## src/common/pmbus_fault_limit_defs.vh

```
`ifndef PMBUS_FAULT_LIMIT_DEFS_VH
`define PMBUS_FAULT_LIMIT_DEFS_VH

// Command codes of the bank
`define CMD_UV_LIM      8'h44
`define CMD_UV_ACT      8'h45
`define CMD_OC_LIM      8'h46
`define CMD_OC_ACT      8'h47
`define CMD_OC_WARN     8'h4A
`define CMD_OT_LIM      8'h4F
`define CMD_OT_ACT      8'h50
`define CMD_OT_WARN     8'h51
`define CMD_VINOV_LIM   8'h55
`define CMD_VINOV_ACT   8'h56
`define CMD_VINUV_WARN  8'h58
`define CMD_PG_ON       8'h5E
`define CMD_PG_OFF      8'h5F
`define CMD_TON_DLY     8'h60
`define CMD_TURN_ON_RISE_TIME    8'h61
`define CMD_TON_MAX     8'h62
`define CMD_TON_ACT     8'h63
`define CMD_TOFF_DLY    8'h64
`define CMD_TURN_OFF_FALL_TIME   8'h65
`define CMD_STATUS      8'h78

// Storage index of each command
`define IDX_UV_LIM      5'd0
`define IDX_UV_ACT      5'd1
`define IDX_OC_LIM      5'd2
`define IDX_OC_ACT      5'd3
`define IDX_OC_WARN     5'd4
`define IDX_OT_LIM      5'd5
`define IDX_OT_ACT      5'd6
`define IDX_OT_WARN     5'd7
`define IDX_VINOV_LIM   5'd8
`define IDX_VINOV_ACT   5'd9
`define IDX_VINUV_WARN  5'd10
`define IDX_PG_ON       5'd11
`define IDX_PG_OFF      5'd12
`define IDX_TON_DLY     5'd13
`define IDX_TURN_ON_RISE_TIME    5'd14
`define IDX_TON_MAX     5'd15
`define IDX_TON_ACT     5'd16
`define IDX_TOFF_DLY    5'd17
`define IDX_TURN_OFF_FALL_TIME   5'd18
`define NUM_REGS        19

// Fault action encodings
`define ACT_IGNORE       8'h00
`define ACT_SHUTDOWN     8'h80
`define ACT_INHIBIT      8'hC0
`define ACT_PULSE_LATCH  8'h3C
`define ACT_PULSE_HICCUP 8'h3F

// Reset values
`define RST_UV_LIM      16'h0065
`define RST_UV_ACT      16'h0000
`define RST_OC_LIM      16'hF842
`define RST_OC_ACT      16'h003F
`define RST_OC_WARN     16'hF838
`define RST_OT_LIM      16'h0091
`define RST_OT_ACT      16'h00C0
`define RST_OT_WARN     16'h007D
`define RST_VINOV_LIM   16'hF060
`define RST_VINOV_ACT   16'h0080
`define RST_VINUV_WARN  16'hF801
`define RST_PG_ON       16'h002D
`define RST_PG_OFF      16'h002A
`define RST_TON_DLY     16'h0000
`define RST_TURN_ON_RISE_TIME    16'h0002
`define RST_TON_MAX     16'h0000
`define RST_TON_ACT     16'h0000
`define RST_TOFF_DLY    16'h0000
`define RST_TURN_OFF_FALL_TIME   16'h0001

// Timing
`define CLK_PERIOD_NS   5
`define MS_TIME_NS      1000000
`define OC_PULSE_CYCLES 4'd8
`define HICCUP_MS       8'd20

`endif

```

## src/rtl/pmbus_fault_limit_command_set.v

```verilog
// Behaviour
// Hold 16-bit output undervoltage fault limit, 3.9mV steps, default 0.395V.
// Output undervoltage action byte: ignore or shutdown, default ignore.
// Overcurrent fault limit, exponent -1, 3 to 37.5A, default 33A.
// Overcurrent default: pulse-by-pulse for 8 cycles, then hiccup or latch.
// Overcurrent warning limit, exponent -1, default 28A, warns when exceeded.
// Overtemperature fault limit, exponent 0, 0 to 150C, default 145C.
// Overtemperature action byte: ignore, shutdown or inhibit; inhibit default.
// Overtemperature warning limit, exponent 0, default 125C, raises warning.
// Input overvoltage fault limit, exponent -2, 6.25 to 24V, default 24V.
// Input overvoltage action byte: ignore or shutdown, shutdown default.
// Input voltage warning limit, exponent -1, 0 to 16V, default 0.5V.
// Power good asserts at on level, negates at off level, scaled.
// After start, wait turn-on delay in ms before output rises.
// Ramp output over programmed rise time in ms, default 2ms.
// Timeout fault if undervoltage limit not reached in time; zero disables.
// Turn-on timeout action byte: ignore or shutdown, default ignore.
// Turn-off delay and fall time accepted and stored but ignored.
// Status byte: bit 7 busy fault, bit 6 output off.
// Status bits 5..0: vout OV, OC, vin UV, temp, CML, other.
// Output voltage thresholds divided by loop scale 1, 0.5, 0.25, 0.125.
// Shutdown fault turns output off until faults cleared or restart.
// Host writes words in linear format, action selectors as bytes.
`timescale 1ns/1ps
`include "pmbus_fault_limit_defs.vh"

module pmbus_fault_limit_command_set #(
	parameter MS_CYCLES = (`MS_TIME_NS + `CLK_PERIOD_NS - 1) / `CLK_PERIOD_NS
) (
	input  wire        mclk,
	input  wire        nrst,
	input  wire        ce,
	input  wire [7:0]  cmdCode,
	input  wire        wrEn,
	input  wire [15:0] wrData,
	input  wire        rdEn,
	output reg  [15:0] rdData_q,
	output reg         rdValid_q,
	output reg         cmdAck_q,
	output reg         cmdError_q,
	input  wire        clearFaults,
	input  wire        enablePin,
	input  wire        onCommand,
	input  wire [1:0]  loopScaleSel,
	input  wire [15:0] voutMeas,
	input  wire [15:0] pgVoutMeas,
	input  wire [10:0] ioutMeas,
	input  wire [10:0] tempMeas,
	input  wire [10:0] vinMeas,
	input  wire        switchCycle,
	input  wire        busyFault,
	input  wire        voutOvFault,
	input  wire        vinUvFault,
	input  wire        cmlFault,
	output reg         outputEnable_q,
	output reg         rampActive_q,
	output reg         currentLimit_q,
	output reg         powerGood_q,
	output reg         ocWarn_q,
	output reg         otWarn_q,
	output reg         vinUvWarn_q,
	output wire [7:0]  statusByte
);

	localparam ST_OFF   = 3'd0;
	localparam ST_DELAY = 3'd1;
	localparam ST_RISE  = 3'd2;
	localparam ST_ON    = 3'd3;
	localparam ST_FAULT = 3'd4;
	localparam [31:0] MS_LAST = MS_CYCLES - 1;

	// Command code to storage index, bit 5 flags a supported code
	function [5:0] decode;
		input [7:0] code;
		begin
			case (code)
				`CMD_UV_LIM:     decode = {1'b1, `IDX_UV_LIM};
				`CMD_UV_ACT:     decode = {1'b1, `IDX_UV_ACT};
				`CMD_OC_LIM:     decode = {1'b1, `IDX_OC_LIM};
				`CMD_OC_ACT:     decode = {1'b1, `IDX_OC_ACT};
				`CMD_OC_WARN:    decode = {1'b1, `IDX_OC_WARN};
				`CMD_OT_LIM:     decode = {1'b1, `IDX_OT_LIM};
				`CMD_OT_ACT:     decode = {1'b1, `IDX_OT_ACT};
				`CMD_OT_WARN:    decode = {1'b1, `IDX_OT_WARN};
				`CMD_VINOV_LIM:  decode = {1'b1, `IDX_VINOV_LIM};
				`CMD_VINOV_ACT:  decode = {1'b1, `IDX_VINOV_ACT};
				`CMD_VINUV_WARN: decode = {1'b1, `IDX_VINUV_WARN};
				`CMD_PG_ON:      decode = {1'b1, `IDX_PG_ON};
				`CMD_PG_OFF:     decode = {1'b1, `IDX_PG_OFF};
				`CMD_TON_DLY:    decode = {1'b1, `IDX_TON_DLY};
				`CMD_TURN_ON_RISE_TIME:   decode = {1'b1, `IDX_TURN_ON_RISE_TIME};
				`CMD_TON_MAX:    decode = {1'b1, `IDX_TON_MAX};
				`CMD_TON_ACT:    decode = {1'b1, `IDX_TON_ACT};
				`CMD_TOFF_DLY:   decode = {1'b1, `IDX_TOFF_DLY};
				`CMD_TURN_OFF_FALL_TIME:  decode = {1'b1, `IDX_TURN_OFF_FALL_TIME};
				default:         decode = 6'h00;
			endcase
		end
	endfunction

	// Power-on value of each entry
	function [15:0] resetValue;
		input [4:0] idx;
		begin
			case (idx)
				`IDX_UV_LIM:     resetValue = `RST_UV_LIM;
				`IDX_UV_ACT:     resetValue = `RST_UV_ACT;
				`IDX_OC_LIM:     resetValue = `RST_OC_LIM;
				`IDX_OC_ACT:     resetValue = `RST_OC_ACT;
				`IDX_OC_WARN:    resetValue = `RST_OC_WARN;
				`IDX_OT_LIM:     resetValue = `RST_OT_LIM;
				`IDX_OT_ACT:     resetValue = `RST_OT_ACT;
				`IDX_OT_WARN:    resetValue = `RST_OT_WARN;
				`IDX_VINOV_LIM:  resetValue = `RST_VINOV_LIM;
				`IDX_VINOV_ACT:  resetValue = `RST_VINOV_ACT;
				`IDX_VINUV_WARN: resetValue = `RST_VINUV_WARN;
				`IDX_PG_ON:      resetValue = `RST_PG_ON;
				`IDX_PG_OFF:     resetValue = `RST_PG_OFF;
				`IDX_TON_DLY:    resetValue = `RST_TON_DLY;
				`IDX_TURN_ON_RISE_TIME:   resetValue = `RST_TURN_ON_RISE_TIME;
				`IDX_TON_MAX:    resetValue = `RST_TON_MAX;
				`IDX_TON_ACT:    resetValue = `RST_TON_ACT;
				`IDX_TOFF_DLY:   resetValue = `RST_TOFF_DLY;
				`IDX_TURN_OFF_FALL_TIME:  resetValue = `RST_TURN_OFF_FALL_TIME;
				default:         resetValue = 16'h0000;
			endcase
		end
	endfunction

	// Action selectors keep one byte only
	function isByte;
		input [4:0] idx;
		begin
			isByte = (idx == `IDX_UV_ACT) || (idx == `IDX_OC_ACT) ||
				(idx == `IDX_OT_ACT) || (idx == `IDX_VINOV_ACT) ||
				(idx == `IDX_TON_ACT);
		end
	endfunction

	wire [5:0]  dec    = decode(cmdCode);
	wire        hit    = dec[5];
	wire [4:0]  hitIdx = dec[4:0];
	wire [15:0] regVal [0:`NUM_REGS-1];

	// One storage word per command; byte selectors drop the upper lane
	genvar g;
	generate
		for (g = 0; g < `NUM_REGS; g = g + 1) begin : gEntry
			reg [15:0] val_q;
			always @(posedge mclk) begin
				if (!nrst) begin
					val_q <= resetValue(g[4:0]);
				end else if (ce && wrEn && hit && hitIdx == g[4:0]) begin
					if (isByte(g[4:0]))
						val_q <= {8'h00, wrData[7:0]};
					else
						val_q <= wrData;
				end
			end
			assign regVal[g] = val_q;
		end
	endgenerate

	// Field views; turn-off entries are stored but never read here
	wire [15:0] uvLim    = regVal[`IDX_UV_LIM];
	wire [7:0]  uvAct    = regVal[`IDX_UV_ACT][7:0];
	wire [10:0] ocLim    = regVal[`IDX_OC_LIM][10:0];
	wire [7:0]  ocAct    = regVal[`IDX_OC_ACT][7:0];
	wire [10:0] ocWarnLim = regVal[`IDX_OC_WARN][10:0];
	wire [10:0] otLim    = regVal[`IDX_OT_LIM][10:0];
	wire [7:0]  otAct    = regVal[`IDX_OT_ACT][7:0];
	wire [10:0] otWarnLim = regVal[`IDX_OT_WARN][10:0];
	wire [10:0] vinOvLim = regVal[`IDX_VINOV_LIM][10:0];
	wire [7:0]  vinOvAct = regVal[`IDX_VINOV_ACT][7:0];
	wire [9:0]  vinUvLim = regVal[`IDX_VINUV_WARN][9:0];
	wire [15:0] pgOnLim  = regVal[`IDX_PG_ON];
	wire [15:0] pgOffLim = regVal[`IDX_PG_OFF];
	wire [7:0]  tonDly   = {1'b0, regVal[`IDX_TON_DLY][6:0]};
	wire [7:0]  tonRise  = {1'b0, regVal[`IDX_TURN_ON_RISE_TIME][6:0]};
	wire [7:0]  tonMax   = {1'b0, regVal[`IDX_TON_MAX][6:0]};
	wire [7:0]  tonAct   = regVal[`IDX_TON_ACT][7:0];

	// Enable pin comes from outside, two flops before use
	reg enSync1_q;
	reg enSync2_q;
	always @(posedge mclk) begin
		if (!nrst) begin
			enSync1_q <= 1'b0;
			enSync2_q <= 1'b0;
		end else if (ce) begin
			enSync1_q <= enablePin;
			enSync2_q <= enSync1_q;
		end
	end
	wire startCond = enSync2_q & onCommand;

	// Output thresholds divided by loop scale, i.e. shifted left
	wire [18:0] uvThr  = {3'b000, uvLim} << loopScaleSel;
	wire [18:0] pgOnThr  = {3'b000, pgOnLim} << loopScaleSel;
	wire [18:0] pgOffThr = {3'b000, pgOffLim} << loopScaleSel;

	// Comparators on the measurement words
	wire uvLow     = {3'b000, voutMeas} < uvThr;
	wire ocOver    = ioutMeas > ocLim;
	wire ocWarnNow = ioutMeas > ocWarnLim;
	wire otOver    = tempMeas >= otLim;
	wire otWarnNow = tempMeas >= otWarnLim;
	wire vinOver   = vinMeas >= vinOvLim;
	wire vinUvNow  = vinMeas < {vinUvLim, 1'b0};

	reg [2:0]  state_q;
	reg [2:0]  state_d;
	reg [31:0] msPre_q;
	reg [7:0]  msCnt_q;
	reg [7:0]  tonCnt_q;
	reg        reached_q;
	reg [3:0]  pbpCnt_q;
	reg        hiccup_q;
	reg        inhibit_q;
	reg        ocFlag_q;
	reg        tempFlag_q;
	reg        otherFlag_q;

	wire running  = (state_q == ST_RISE) || (state_q == ST_ON);
	wire powering = running || (state_q == ST_DELAY);
	wire msTick   = (msPre_q == MS_LAST);
	wire ocPulse  = (ocAct == `ACT_PULSE_LATCH) ||
		(ocAct == `ACT_PULSE_HICCUP);

	// Fault actions; under-voltage only counts once regulating
	wire uvEvt  = (state_q == ST_ON) && uvLow;
	wire tonEvt = running && !reached_q && tonMax != 8'd0 &&
		tonCnt_q >= tonMax && uvLow;
	wire uvTrip = uvEvt && uvAct == `ACT_SHUTDOWN;
	wire ocTrip = powering && ocOver && (ocAct == `ACT_SHUTDOWN ||
		(ocPulse && pbpCnt_q >= `OC_PULSE_CYCLES));
	wire otTrip = otOver && otAct == `ACT_SHUTDOWN;
	wire otInh  = otOver && otAct == `ACT_INHIBIT;
	wire vinTrip = vinOver && vinOvAct == `ACT_SHUTDOWN;
	wire tonTrip = tonEvt && tonAct == `ACT_SHUTDOWN;
	wire trip = uvTrip || ocTrip || otTrip || otInh || vinTrip || tonTrip;

	// Sequencer next state
	always @* begin
		state_d = state_q;
		case (state_q)
			ST_OFF: begin
				if (startCond)
					state_d = ST_DELAY;
			end
			ST_DELAY, ST_RISE, ST_ON: begin
				if (!startCond)
					state_d = ST_OFF;
				else if (trip)
					state_d = ST_FAULT;
				else if (state_q == ST_DELAY && msCnt_q >= tonDly)
					state_d = ST_RISE;
				else if (state_q == ST_RISE && msCnt_q >= tonRise)
					state_d = ST_ON;
			end
			ST_FAULT: begin
				if (!startCond || clearFaults)
					state_d = ST_OFF;
				else if (hiccup_q && !ocOver && msCnt_q >= `HICCUP_MS)
					state_d = ST_DELAY;
				else if (inhibit_q && !otOver)
					state_d = ST_DELAY;
			end
			default: state_d = ST_OFF;
		endcase
	end

	// State, millisecond prescaler and counters restart on each change
	always @(posedge mclk) begin
		if (!nrst) begin
			state_q <= ST_OFF;
			msPre_q <= 32'h0000_0000;
			msCnt_q <= 8'h00;
		end else if (ce) begin
			state_q <= state_d;
			if (state_d != state_q || msTick)
				msPre_q <= 32'h0000_0000;
			else
				msPre_q <= msPre_q + 32'h0000_0001;
			if (state_d != state_q)
				msCnt_q <= 8'h00;
			else if (msTick && msCnt_q != 8'hFF)
				msCnt_q <= msCnt_q + 8'h01;
		end
	end

	// Turn-on timeout runs from start of rise until limit reached
	always @(posedge mclk) begin
		if (!nrst) begin
			tonCnt_q  <= 8'h00;
			reached_q <= 1'b0;
		end else if (ce) begin
			if (!running) begin
				tonCnt_q  <= 8'h00;
				reached_q <= 1'b0;
			end else begin
				if (!uvLow)
					reached_q <= 1'b1;
				if (msTick && tonCnt_q != 8'hFF)
					tonCnt_q <= tonCnt_q + 8'h01;
			end
		end
	end

	// Pulse-by-pulse counter of switching cycles spent in limit
	always @(posedge mclk) begin
		if (!nrst) begin
			pbpCnt_q       <= 4'h0;
			currentLimit_q <= 1'b0;
		end else if (ce) begin
			currentLimit_q <= powering && ocOver && ocPulse;
			if (!(powering && ocOver && ocPulse))
				pbpCnt_q <= 4'h0;
			else if (switchCycle && pbpCnt_q != 4'hF)
				pbpCnt_q <= pbpCnt_q + 4'h1;
		end
	end

	// Restart style is fixed on the way into the fault state
	always @(posedge mclk) begin
		if (!nrst) begin
			hiccup_q  <= 1'b0;
			inhibit_q <= 1'b0;
		end else if (ce && state_d == ST_FAULT && state_q != ST_FAULT) begin
			hiccup_q  <= ocTrip && ocAct == `ACT_PULSE_HICCUP;
			inhibit_q <= otInh && !otTrip && !ocTrip && !uvTrip &&
				!vinTrip && !tonTrip;
		end
	end

	// Sticky summary flags; a new event beats a clear in the same cycle
	always @(posedge mclk) begin
		if (!nrst) begin
			ocFlag_q    <= 1'b0;
			tempFlag_q  <= 1'b0;
			otherFlag_q <= 1'b0;
		end else if (ce) begin
			ocFlag_q    <= (powering && ocOver) ||
				(ocFlag_q & ~clearFaults);
			tempFlag_q  <= otOver || (tempFlag_q & ~clearFaults);
			otherFlag_q <= uvEvt || vinOver || tonEvt ||
				(otherFlag_q & ~clearFaults);
		end
	end

	// Output controls, warnings and power good with hysteresis
	always @(posedge mclk) begin
		if (!nrst) begin
			outputEnable_q <= 1'b0;
			rampActive_q   <= 1'b0;
			powerGood_q    <= 1'b0;
			ocWarn_q       <= 1'b0;
			otWarn_q       <= 1'b0;
			vinUvWarn_q    <= 1'b0;
		end else if (ce) begin
			outputEnable_q <= (state_d == ST_RISE) || (state_d == ST_ON);
			rampActive_q   <= (state_d == ST_RISE);
			ocWarn_q       <= ocWarnNow;
			otWarn_q       <= otWarnNow;
			vinUvWarn_q    <= vinUvNow;
			if (!running || {3'b000, pgVoutMeas} < pgOffThr)
				powerGood_q <= 1'b0;
			else if ({3'b000, pgVoutMeas} >= pgOnThr)
				powerGood_q <= 1'b1;
		end
	end

	// Summary byte: live pins, the output-off bit and sticky flags
	assign statusByte = {busyFault, !outputEnable_q, voutOvFault,
		ocFlag_q, vinUvFault, tempFlag_q, cmlFault, otherFlag_q};

	// Command answers, one cycle after the request
	always @(posedge mclk) begin
		if (!nrst) begin
			rdData_q   <= 16'h0000;
			rdValid_q  <= 1'b0;
			cmdAck_q   <= 1'b0;
			cmdError_q <= 1'b0;
		end else if (ce) begin
			rdValid_q  <= rdEn;
			cmdAck_q   <= (rdEn || wrEn) &&
				(hit || (rdEn && cmdCode == `CMD_STATUS));
			cmdError_q <= (rdEn || wrEn) && !hit &&
				!(rdEn && cmdCode == `CMD_STATUS);
			if (rdEn) begin
				if (hit)
					rdData_q <= regVal[hitIdx];
				else if (cmdCode == `CMD_STATUS)
					rdData_q <= {8'h00, statusByte};
				else
					rdData_q <= 16'h0000;
			end
		end
	end

endmodule // pmbus_fault_limit_command_set

```

## config.mk

```make
export PLATFORM = sky130hd
export DESIGN_NAME = pmbus_fault_limit_command_set
export DESIGN_NICKNAME = d
export VERILOG_FILES = /design/src/rtl/pmbus_fault_limit_command_set.v
export VERILOG_INCLUDE_DIRS = /design/src /design/src/common
export SDC_FILE = /design/constraint.sdc
export NUM_CORES = 1
export LEC_CHECK = 0
export BUFFER_PORTS_ARGS = -buffer_cell sky130_fd_sc_hd__buf_2
export CAP_MARGIN = 30
export CORE_ASPECT_RATIO = 0.8
export CORE_UTILIZATION = 45
export CTS_CLUSTER_DIAMETER = 30
export DETAILED_ROUTE_END_ITERATION = 10
export GPL_TIMING_DRIVEN = 0
export SYNTH_ARGS = -nofsm -noshare
export SYNTH_HDL_FRONTEND = slang
export SYNTH_SLANG_ARGS = --single-unit
```

## constraint.sdc

```tcl
create_clock -name mclk -period 13.11 [get_ports mclk]
set_clock_uncertainty 0.2 [all_clocks]
set_input_delay 2.622 -clock mclk [delete_from_list [all_inputs] [get_ports mclk]]
set_output_delay 2.622 -clock mclk [all_outputs]
set_load 0.02 [all_outputs]
```

==> results of run 1 <==
[logic make-up (layout without fill, tap and decap cells)]
| kind of cell | count (synthesis) | in the layout | synth area share, % |
|---|---|---|---|
| flops | 353 | 353 | 33.7 |
| xor+xnor | 37 | 37 | 1.54 |
| fa+ha+maj | 137 | 137 | 8.16 |
| mux | 134 | 134 | 7.78 |
| buf+inv | 303 | 589 | 6.20 |
| simple gates | 1126 | 1126 | 24.4 |
| compound gates | 560 | 560 | 18.2 |
[registers in the layout (all words and copies together) (netlist names), 3 cells and up]
signal	flops
rdData_q	16
msPre_q	32
tonCnt_q	8
msCnt_q	8
gEntry.val_q	264
pbpCnt_q	4
state_q	3
[per-stage QoR]
step,std cells,hold WS [ns]
3_5_place_dp,3402,0.247
3_3_place_gp,3389,0.243
5_1_grt,3548,0.273
2_1_floorplan,2650,0.232
6_report,3548,0.252
4_1_cts,3545,0.253
[cell usage in the layout (no fill, tap or decap), drive strengths merged, types with 11 or more instances in the layout]
cell     Yosys  routed
nand2      675     675
dfxtp      353     353
buf         84     227
a21boi     198     198
clkbuf      86     184
inv        133     146
ha         137     137
nand3      132     132
nor2       109     109
mux2i      103     103
o21ai       92      92
a21oi       91      91
nor2b       49      49
nor3        31      31
and3        29      29
nand4       29      29
a22oi       22      22
xor2        22      22
mux4        21      21
o211ai      21      21
clkinv       0      18
a21o        16      16
o22ai       16      16
o21a        15      15
xnor2       15      15
a31oi       14      14
a211oi      12      12
a2111oi     12      12
nand2b      11      11
nor4        11      11
[layer usage]
layer  vias to the layer above  GRT usage, %
met3                       209          8.05
li1                       9650             -
met5                         -             0
met1                     10109          49.7
met4                         2          14.4
met2                      1011          54.3
[critical path, delay by kind of cell]
kind	cells	cell delay, ns
buffers and inverters	7	2.57
AOI/OAI and AO/OA	7	1.78
adders and majority gates	1	0.25
and+or+nand+nor	4	0.34
[how the worst max path moves through the flow]
| stage | startpoint | to | slack [ns] | cells past startpoint |
|---|---|---|---|---|
| 2_1_floorplan | loopScaleSel[0] | msPre_q[6] | 6.55 | 18 |
| 3_3_place_gp | loopScaleSel[0] | msPre_q[6] | 5.25 | 19 |
| 3_5_place_dp | loopScaleSel[0] | msPre_q[16] | 5.21 | 19 |
| 4_1_cts | loopScaleSel[0] | msPre_q[16] | 5.83 | 19 |
| 5_1_grt | loopScaleSel[0] | msPre_q[16] | 5.44 | 19 |
| 6_report | loopScaleSel[0] | msPre_q[6] | 5.83 | 19 |
[area by class of cell]
| cell class | count | area (um2) | share of cell area [%] |
|---|---|---|---|
| multi-input combinational | 1994 | 12600 | 49.8 |
| sequential | 353 | 7070 | 27.9 |
| clock buffer | 98 | 2160 | 8.51 |
| timing repair buffer | 143 | 806 | 3.18 |
| buffer | 170 | 802 | 3.16 |
| tap | 612 | 766 | 3.02 |
| clock inverter | 45 | 628 | 2.48 |
| inverter | 133 | 499 | 1.97 |
[power breakdown]
group / leakage (nW) / switching [mW] / total, mW / internal (mW)
Sequential: 2.85 / 0.00444 / 1.08 / 1.08
Combinational: 5.95 / 0.165 / 0.251 / 0.0860
Clock: 1.36 / 0.691 / 2.07 / 1.38
Total: 10.2 / 0.860 / 3.41 / 2.55
==> impl_metrics.toml, run 1 <==
[critical_path]
timing.setup.critical_path_class = "input pin to flop"
cpMaxStageDelayCell = "sky130_fd_sc_hd__buf_1"
cp-end-kind = "flop"
timing.critical_path.cells = "buf_2, buf_1, buf_1, clkbuf_1, clkbuf_1, a21oi_1, inv_1, ha_1, a21oi_1, nand2_1, a221oi_1, nor3_1, o31a_1, o221a_2, o211ai_1, nor3b_2, o21ai_1, buf_2, nor3_1"
r2r_end = "msPre_q[6]"
critical_path.startpoint_type = "input pin"
worst_ep_required_time_ns = 13.41
cp_max_fo = 10
worst_r2r_startpoint = "gEntry[5].val_q[6]"
r2r.worst_path.cells = 13
cp_slowest_stage_delay_ns = 0.57
critical_path_arrival_ns = 7.58
timing.reg2reg.setup_slack_ns = 9.11

[clocking]
post-cts-setup-buffer-count = 0
clkLatencyLatePin_ns = 0.62
hold_fix_buffer_count_after_cts = 0
cts.htree.levels = 3
cts-resized-gates = 0
clkSinkCount = 353
total_cts_buffers = 78
cts_tree = "done"
post_cts_clock_slew_at_the_launch_and_capture_registers_of_the_worst_setup_and_hold_paths_ns = 0.05
clock_tree.root_cell = "sky130_fd_sc_hd__clkbuf_16"
ctsLongestPathBuffers = 3

[synth]
synth_top_area_share_pct = 33.7
post-synth-top-area-cell = "sky130_fd_sc_hd__dfxtp_1"
synth_top_cells_by_area = "sky130_fd_sc_hd__dfxtp_1 34%, sky130_fd_sc_hd__nand2_1 12%, sky130_fd_sc_hd__ha_1 8.2%, sky130_fd_sc_hd__a21boi_0 6.4%, sky130_fd_sc_hd__mux2i_1 4.9%"
synth_cells = 2650
synth_warnings = 0
number_of_enable_type_register_cells_in_the_synthesized_netlist = 0
synth_common_cells = "667 x sky130_fd_sc_hd__nand2_1, 353 x sky130_fd_sc_hd__dfxtp_1, 178 x sky130_fd_sc_hd__a21boi_0"
ys_ff_latch = 353
yosys.cell_types.count = 83
ys_async_sr_fraction_pct = 0
synth_nets = 2891
synth_most_common_cell = "sky130_fd_sc_hd__nand2_1"
synth.yosys.seq_area_share_pct = 33.7
avgSynthCellArea_um2 = 7.92
ys_dominant_reg_cell = "sky130_fd_sc_hd__dfxtp_1"
syn-cell-area_mm2 = 0.0210

[sta]
final-hold-violation-count = 0
post-route-period-util_pct = 55.5
max_clock_freq_mhz = 137
max_slew.worst_pin.slew_ns = 1.15
timing.final.max_slew_violations = 0
slew-limit-headroom_pct = 23.0
layout_min_cycle_time_ns = 7.28
timing.final.ws_setup_ns = 5.83
rsz0062_at_grt = "false"
setup_viol = 0
tns_ns = 0

[final_layout]
design_area_mm2 = 0.0254
final_layout_size_suffix_gt1_share_pct = 14.2
areaGrowthSynthToFinish_pct = 20.8
final_util_pct = 55.3
antenna-diode-count = 0
final_nets = 3114
nFillCells = 4302

[placement]
post-dp-hpwl_um = 67600
postPlaceCellArea_mm2 = 0.0225
placement.setup.worst_slack_ns = 5.21
place.gp.congestion = 1.02
placement.io_buffers = 127

[drt]
routed_via_density = 5.91
wl_met1_um = 38300
antenna_violating_nets_post_route = 0
met3_length_um = 8060
post-route-drc-count = 0
detail_route.wirelength_um = 86900
dr.first_iter.drc_count = 2151
route.vias.total = 20981
top_layer = "met5"
dr_wl_met2_um = 36800
wl_per_cell_um = 24.5
detailedRoute.firstPassIterationCount = 6

[global_routing]
wire_length_of_the_first_global_routing_pass_um = 126000
number_of_global_route_vias_before_repair = 19605
initial_antenna_violation_count = 8
grt_max_degree = 14
grt.total_usage_pct = 36.0
grt_remaining_overflow = 0

[floorplanning]
initial_core_util_pct = 45.8
fp.coreArea_mm2 = 0.0459
design.portCount = 138
die-area_mm2 = 0.0475
fp.dieW_um = 244
placementRows = 70
die_h_um = 195

[power]
p_leak_nw = 10.2
ir_drop_v = 0.000122
powerDensity_mw_per_mm2 = 134
p_total_mw = 3.41

[hold_path]
hp-start = "gEntry[8].val_q[10]"
min_to = "gEntry[8].val_q[10]"
hold_depth = 2
path_class_of_the_lowest_slack_min_delay_path = "flop to flop"

[run]
max_cap_viol_count = 0

[outcome]
status = "finished, final reports clean"
(Power assumes the default switching activity.)
==> inputs of run 2 (changes only) <==
ABC_AREA = 1   (was default)
clock period = 6.95 ns   (was 13.11 ns; I/O delays follow)
==> impl_metrics.toml, run 2 <==
[sta]
layout_min_cycle_time_ns = 5.68
final-hold-violation-count = 0
setup_viol = 0
post-route-period-util_pct = 81.8
max_slew.worst_pin.slew_ns = 1.08
timing.final.max_slew_violations = 0
rsz0062_at_grt = "false"
max_clock_freq_mhz = 176
tns_ns = 0
slew-limit-headroom_pct = 27.9
timing.final.ws_setup_ns = 1.27

[power]
powerDensity_mw_per_mm2 = 264
ir_drop_v = 0.000240
p_leak_nw = 11.8
p_total_mw = 6.69

[critical_path]
critPathCapture = "msPre_q[12]"
timing.setup.critical_path_class = "input pin to flop"
critical_path_buf_inv_count = 6
cp_max_fo = 10
crit_path_start = "loopScaleSel[0]"
cp_top_family = "simple AND/OR/NAND/NOR gates"
stages_on_worst_setup_path = 30
critical_path.most_common_cell = "sky130_fd_sc_hd__nand2_1"
worst_r2r_startpoint = "gEntry[0].val_q[10]"
r2r_end = "msPre_q[12]"
r2r.worst_path.cells = 25
cpMaxStageDelayCell = "sky130_fd_sc_hd__nor2_1"
cp_slowest_stage_delay_ns = 0.53
critical_path.startpoint_type = "input pin"
cp-end-kind = "flop"
worst_ep_required_time_ns = 7.24
critical_path_arrival_ns = 5.97
timing.reg2reg.setup_slack_ns = 2.13

[final_layout]
largest-register = "gEntry.val_q"
regArea_mm2 = 0.00707
final_nets = 3591
instances_no_fill = 4027
multiInputGateArea_mm2 = 0.0117
largest_register_ffs = 264
final_cell_mix = "779 x sky130_fd_sc_hd__nand2_1, 353 x sky130_fd_sc_hd__dfxtp_1, 321 x sky130_fd_sc_hd__inv_1"
areaGrowthSynthToFinish_pct = 21.6
layout.cells.most_common = "sky130_fd_sc_hd__nand2_1"
nFillCells = 4529
final_layout_size_suffix_gt1_share_pct = 12.0
largestRegisters = "gEntry.val_q (264), msPre_q (32), rdData_q (16)"

[floorplanning]
fp.dieW_um = 243
initial_core_util_pct = 45.7
design.portCount = 138
die_h_um = 195
placementRows = 70
fp.coreArea_mm2 = 0.0457
die-area_mm2 = 0.0473

[clocking]
post-cts-setup-buffer-count = 0
post_cts_clock_slew_at_the_launch_and_capture_registers_of_the_worst_setup_and_hold_paths_ns = 0.04
total_cts_buffers = 78
hold_fix_buffer_count_after_cts = 0
clkLatencyLatePin_ns = 0.61
clock_tree.root_cell = "sky130_fd_sc_hd__clkbuf_16"
cts-resized-gates = 0
ctsLongestPathBuffers = 3
cts_tree = "done"
cts.htree.levels = 3
clkSinkCount = 353

[synth]
avgSynthCellArea_um2 = 6.69
synth_top_area_share_pct = 33.9
ys_ff_latch = 353
synth_cells = 3121
post-synth-top-area-cell = "sky130_fd_sc_hd__dfxtp_1"
synth.yosys.seq_area_share_pct = 33.9
ys_async_sr_fraction_pct = 0
synth_warnings = 0
synth_nets = 3362
synth_most_common_cell = "sky130_fd_sc_hd__nand2_1"
syn-cell-area_mm2 = 0.0209
number_of_enable_type_register_cells_in_the_synthesized_netlist = 0
ys_dominant_reg_cell = "sky130_fd_sc_hd__dfxtp_1"
synth_top_cells_by_area = "sky130_fd_sc_hd__dfxtp_1 34%, sky130_fd_sc_hd__nand2_1 14%, sky130_fd_sc_hd__ha_1 8.2%, sky130_fd_sc_hd__o21ai_0 7.6%, sky130_fd_sc_hd__a21oi_1 7.5%"
yosys.cell_types.count = 50
synth_common_cells = "779 x sky130_fd_sc_hd__nand2_1, 353 x sky130_fd_sc_hd__dfxtp_1, 321 x sky130_fd_sc_hd__inv_1"

[drt]
route.vias.total = 23449
detail_route.wirelength_um = 95200
wl_per_cell_um = 23.6
detailedRoute.firstPassIterationCount = 6
post-route-drc-count = 0
antenna_violating_nets_post_route = 0
routed_via_density = 5.82
dr.first_iter.drc_count = 2924

[global_routing]
grt.total_usage_pct = 39.7
grt_max_degree = 11
number_of_global_route_vias_before_repair = 21637
grt_remaining_overflow = 0
initial_antenna_violation_count = 4
wire_length_of_the_first_global_routing_pass_um = 139000

[outcome]
status = "finished, final reports clean"

[placement]
place.gp.congestion = 1.08
dp_cells = 3882
placement.setup.worst_slack_ns = 0.688
placement.io_buffers = 135
post-dp-hpwl_um = 74900

[hold_path]
path_class_of_the_lowest_slack_min_delay_path = "flop to flop"

[run]
max_cap_viol_count = 0
## run 2: changes by cell type in the layout (fill, tap and decap cells not counted), sizes merged, moves of 27 or more
| cell | change |
|---|---|
| nand2 | +108 |
| nor2b | -49 |
| inv | +198 |
| and3 | -27 |
| a21boi | -197 |
| o21ai | +279 |
| nor2 | +132 |
| nand4 | +43 |
| mux2i | -94 |
| o211ai | +48 |
| a21oi | +221 |
## run 2: metal layers
metal,global-route usage (%),routed length (um),part of all wire (%),up-vias
li1,-,-,-,10857
met1,56.1,41300,43,11047
met2,57.6,39300,41,1319
met3,8.66,10400,11,226
met4,17.3,4250,4.5,0
met5,0,0,0,-
## run 2: per-stage QoR
stage          instance area, um2  utilization, %  hold slack (ns)
2_1_floorplan               20900               -            0.230
3_5_place_dp                22500            49.3            0.256
3_3_place_gp                22300            48.8            0.239
5_1_grt                     25400            55.5            0.281
6_report                    25400            55.5            0.262
4_1_cts                     25400            55.5            0.263
## run 2: logic make-up after synthesis
group           after synthesis  synth area share, %
compound gates              799                 20.7
xor+xnor                     29                 1.22
fa+ha+maj                   137                 8.21
buf+inv                     523                 9.92
flops                       353                 33.9
mux                           9                0.432
simple gates               1271                 25.7
## run 2: power breakdown
part	total, mW	internal, mW	switching, mW
Sequential	2.06	2.04	0.0149
Combinational	0.617	0.177	0.441
Clock	4.02	2.77	1.25
Total	6.69	4.99	1.70
## run 2: layout make-up
class | instances | share of cell area [%]
Sequential cell | 353 | 27.8
Tap cell | 612 | 3.02
Timing Repair Buffer | 149 | 3.49
Antenna cell | 3 | 0.0296
Buffer | 175 | 3.01
Clock buffer | 100 | 8.74
Inverter | 348 | 5.14
Multi-Input combinational cell | 2245 | 46.2
Clock inverter | 42 | 2.50
## run 2: worst min path at each step
stage	start	end	slack, ns	cells past startpoint
6_report	rdValid_q	rdValid_q	0.26	2
3_5_place_dp	vinUvWarn_q	vinUvWarn_q	0.26	2
5_1_grt	rdValid_q	rdValid_q	0.28	2
3_3_place_gp	gEntry[8].val_q[11]	gEntry[8].val_q[11]	0.24	2
2_1_floorplan	gEntry[8].val_q[11]	gEntry[8].val_q[11]	0.23	2
4_1_cts	vinUvWarn_q	vinUvWarn_q	0.26	2
## run 2: worst min-delay path: cells and delay by family (launching register included)
family,cells,cell delay [ns]
simple gates,1,0.06
flops,1,0.30
compound gates,1,0.05
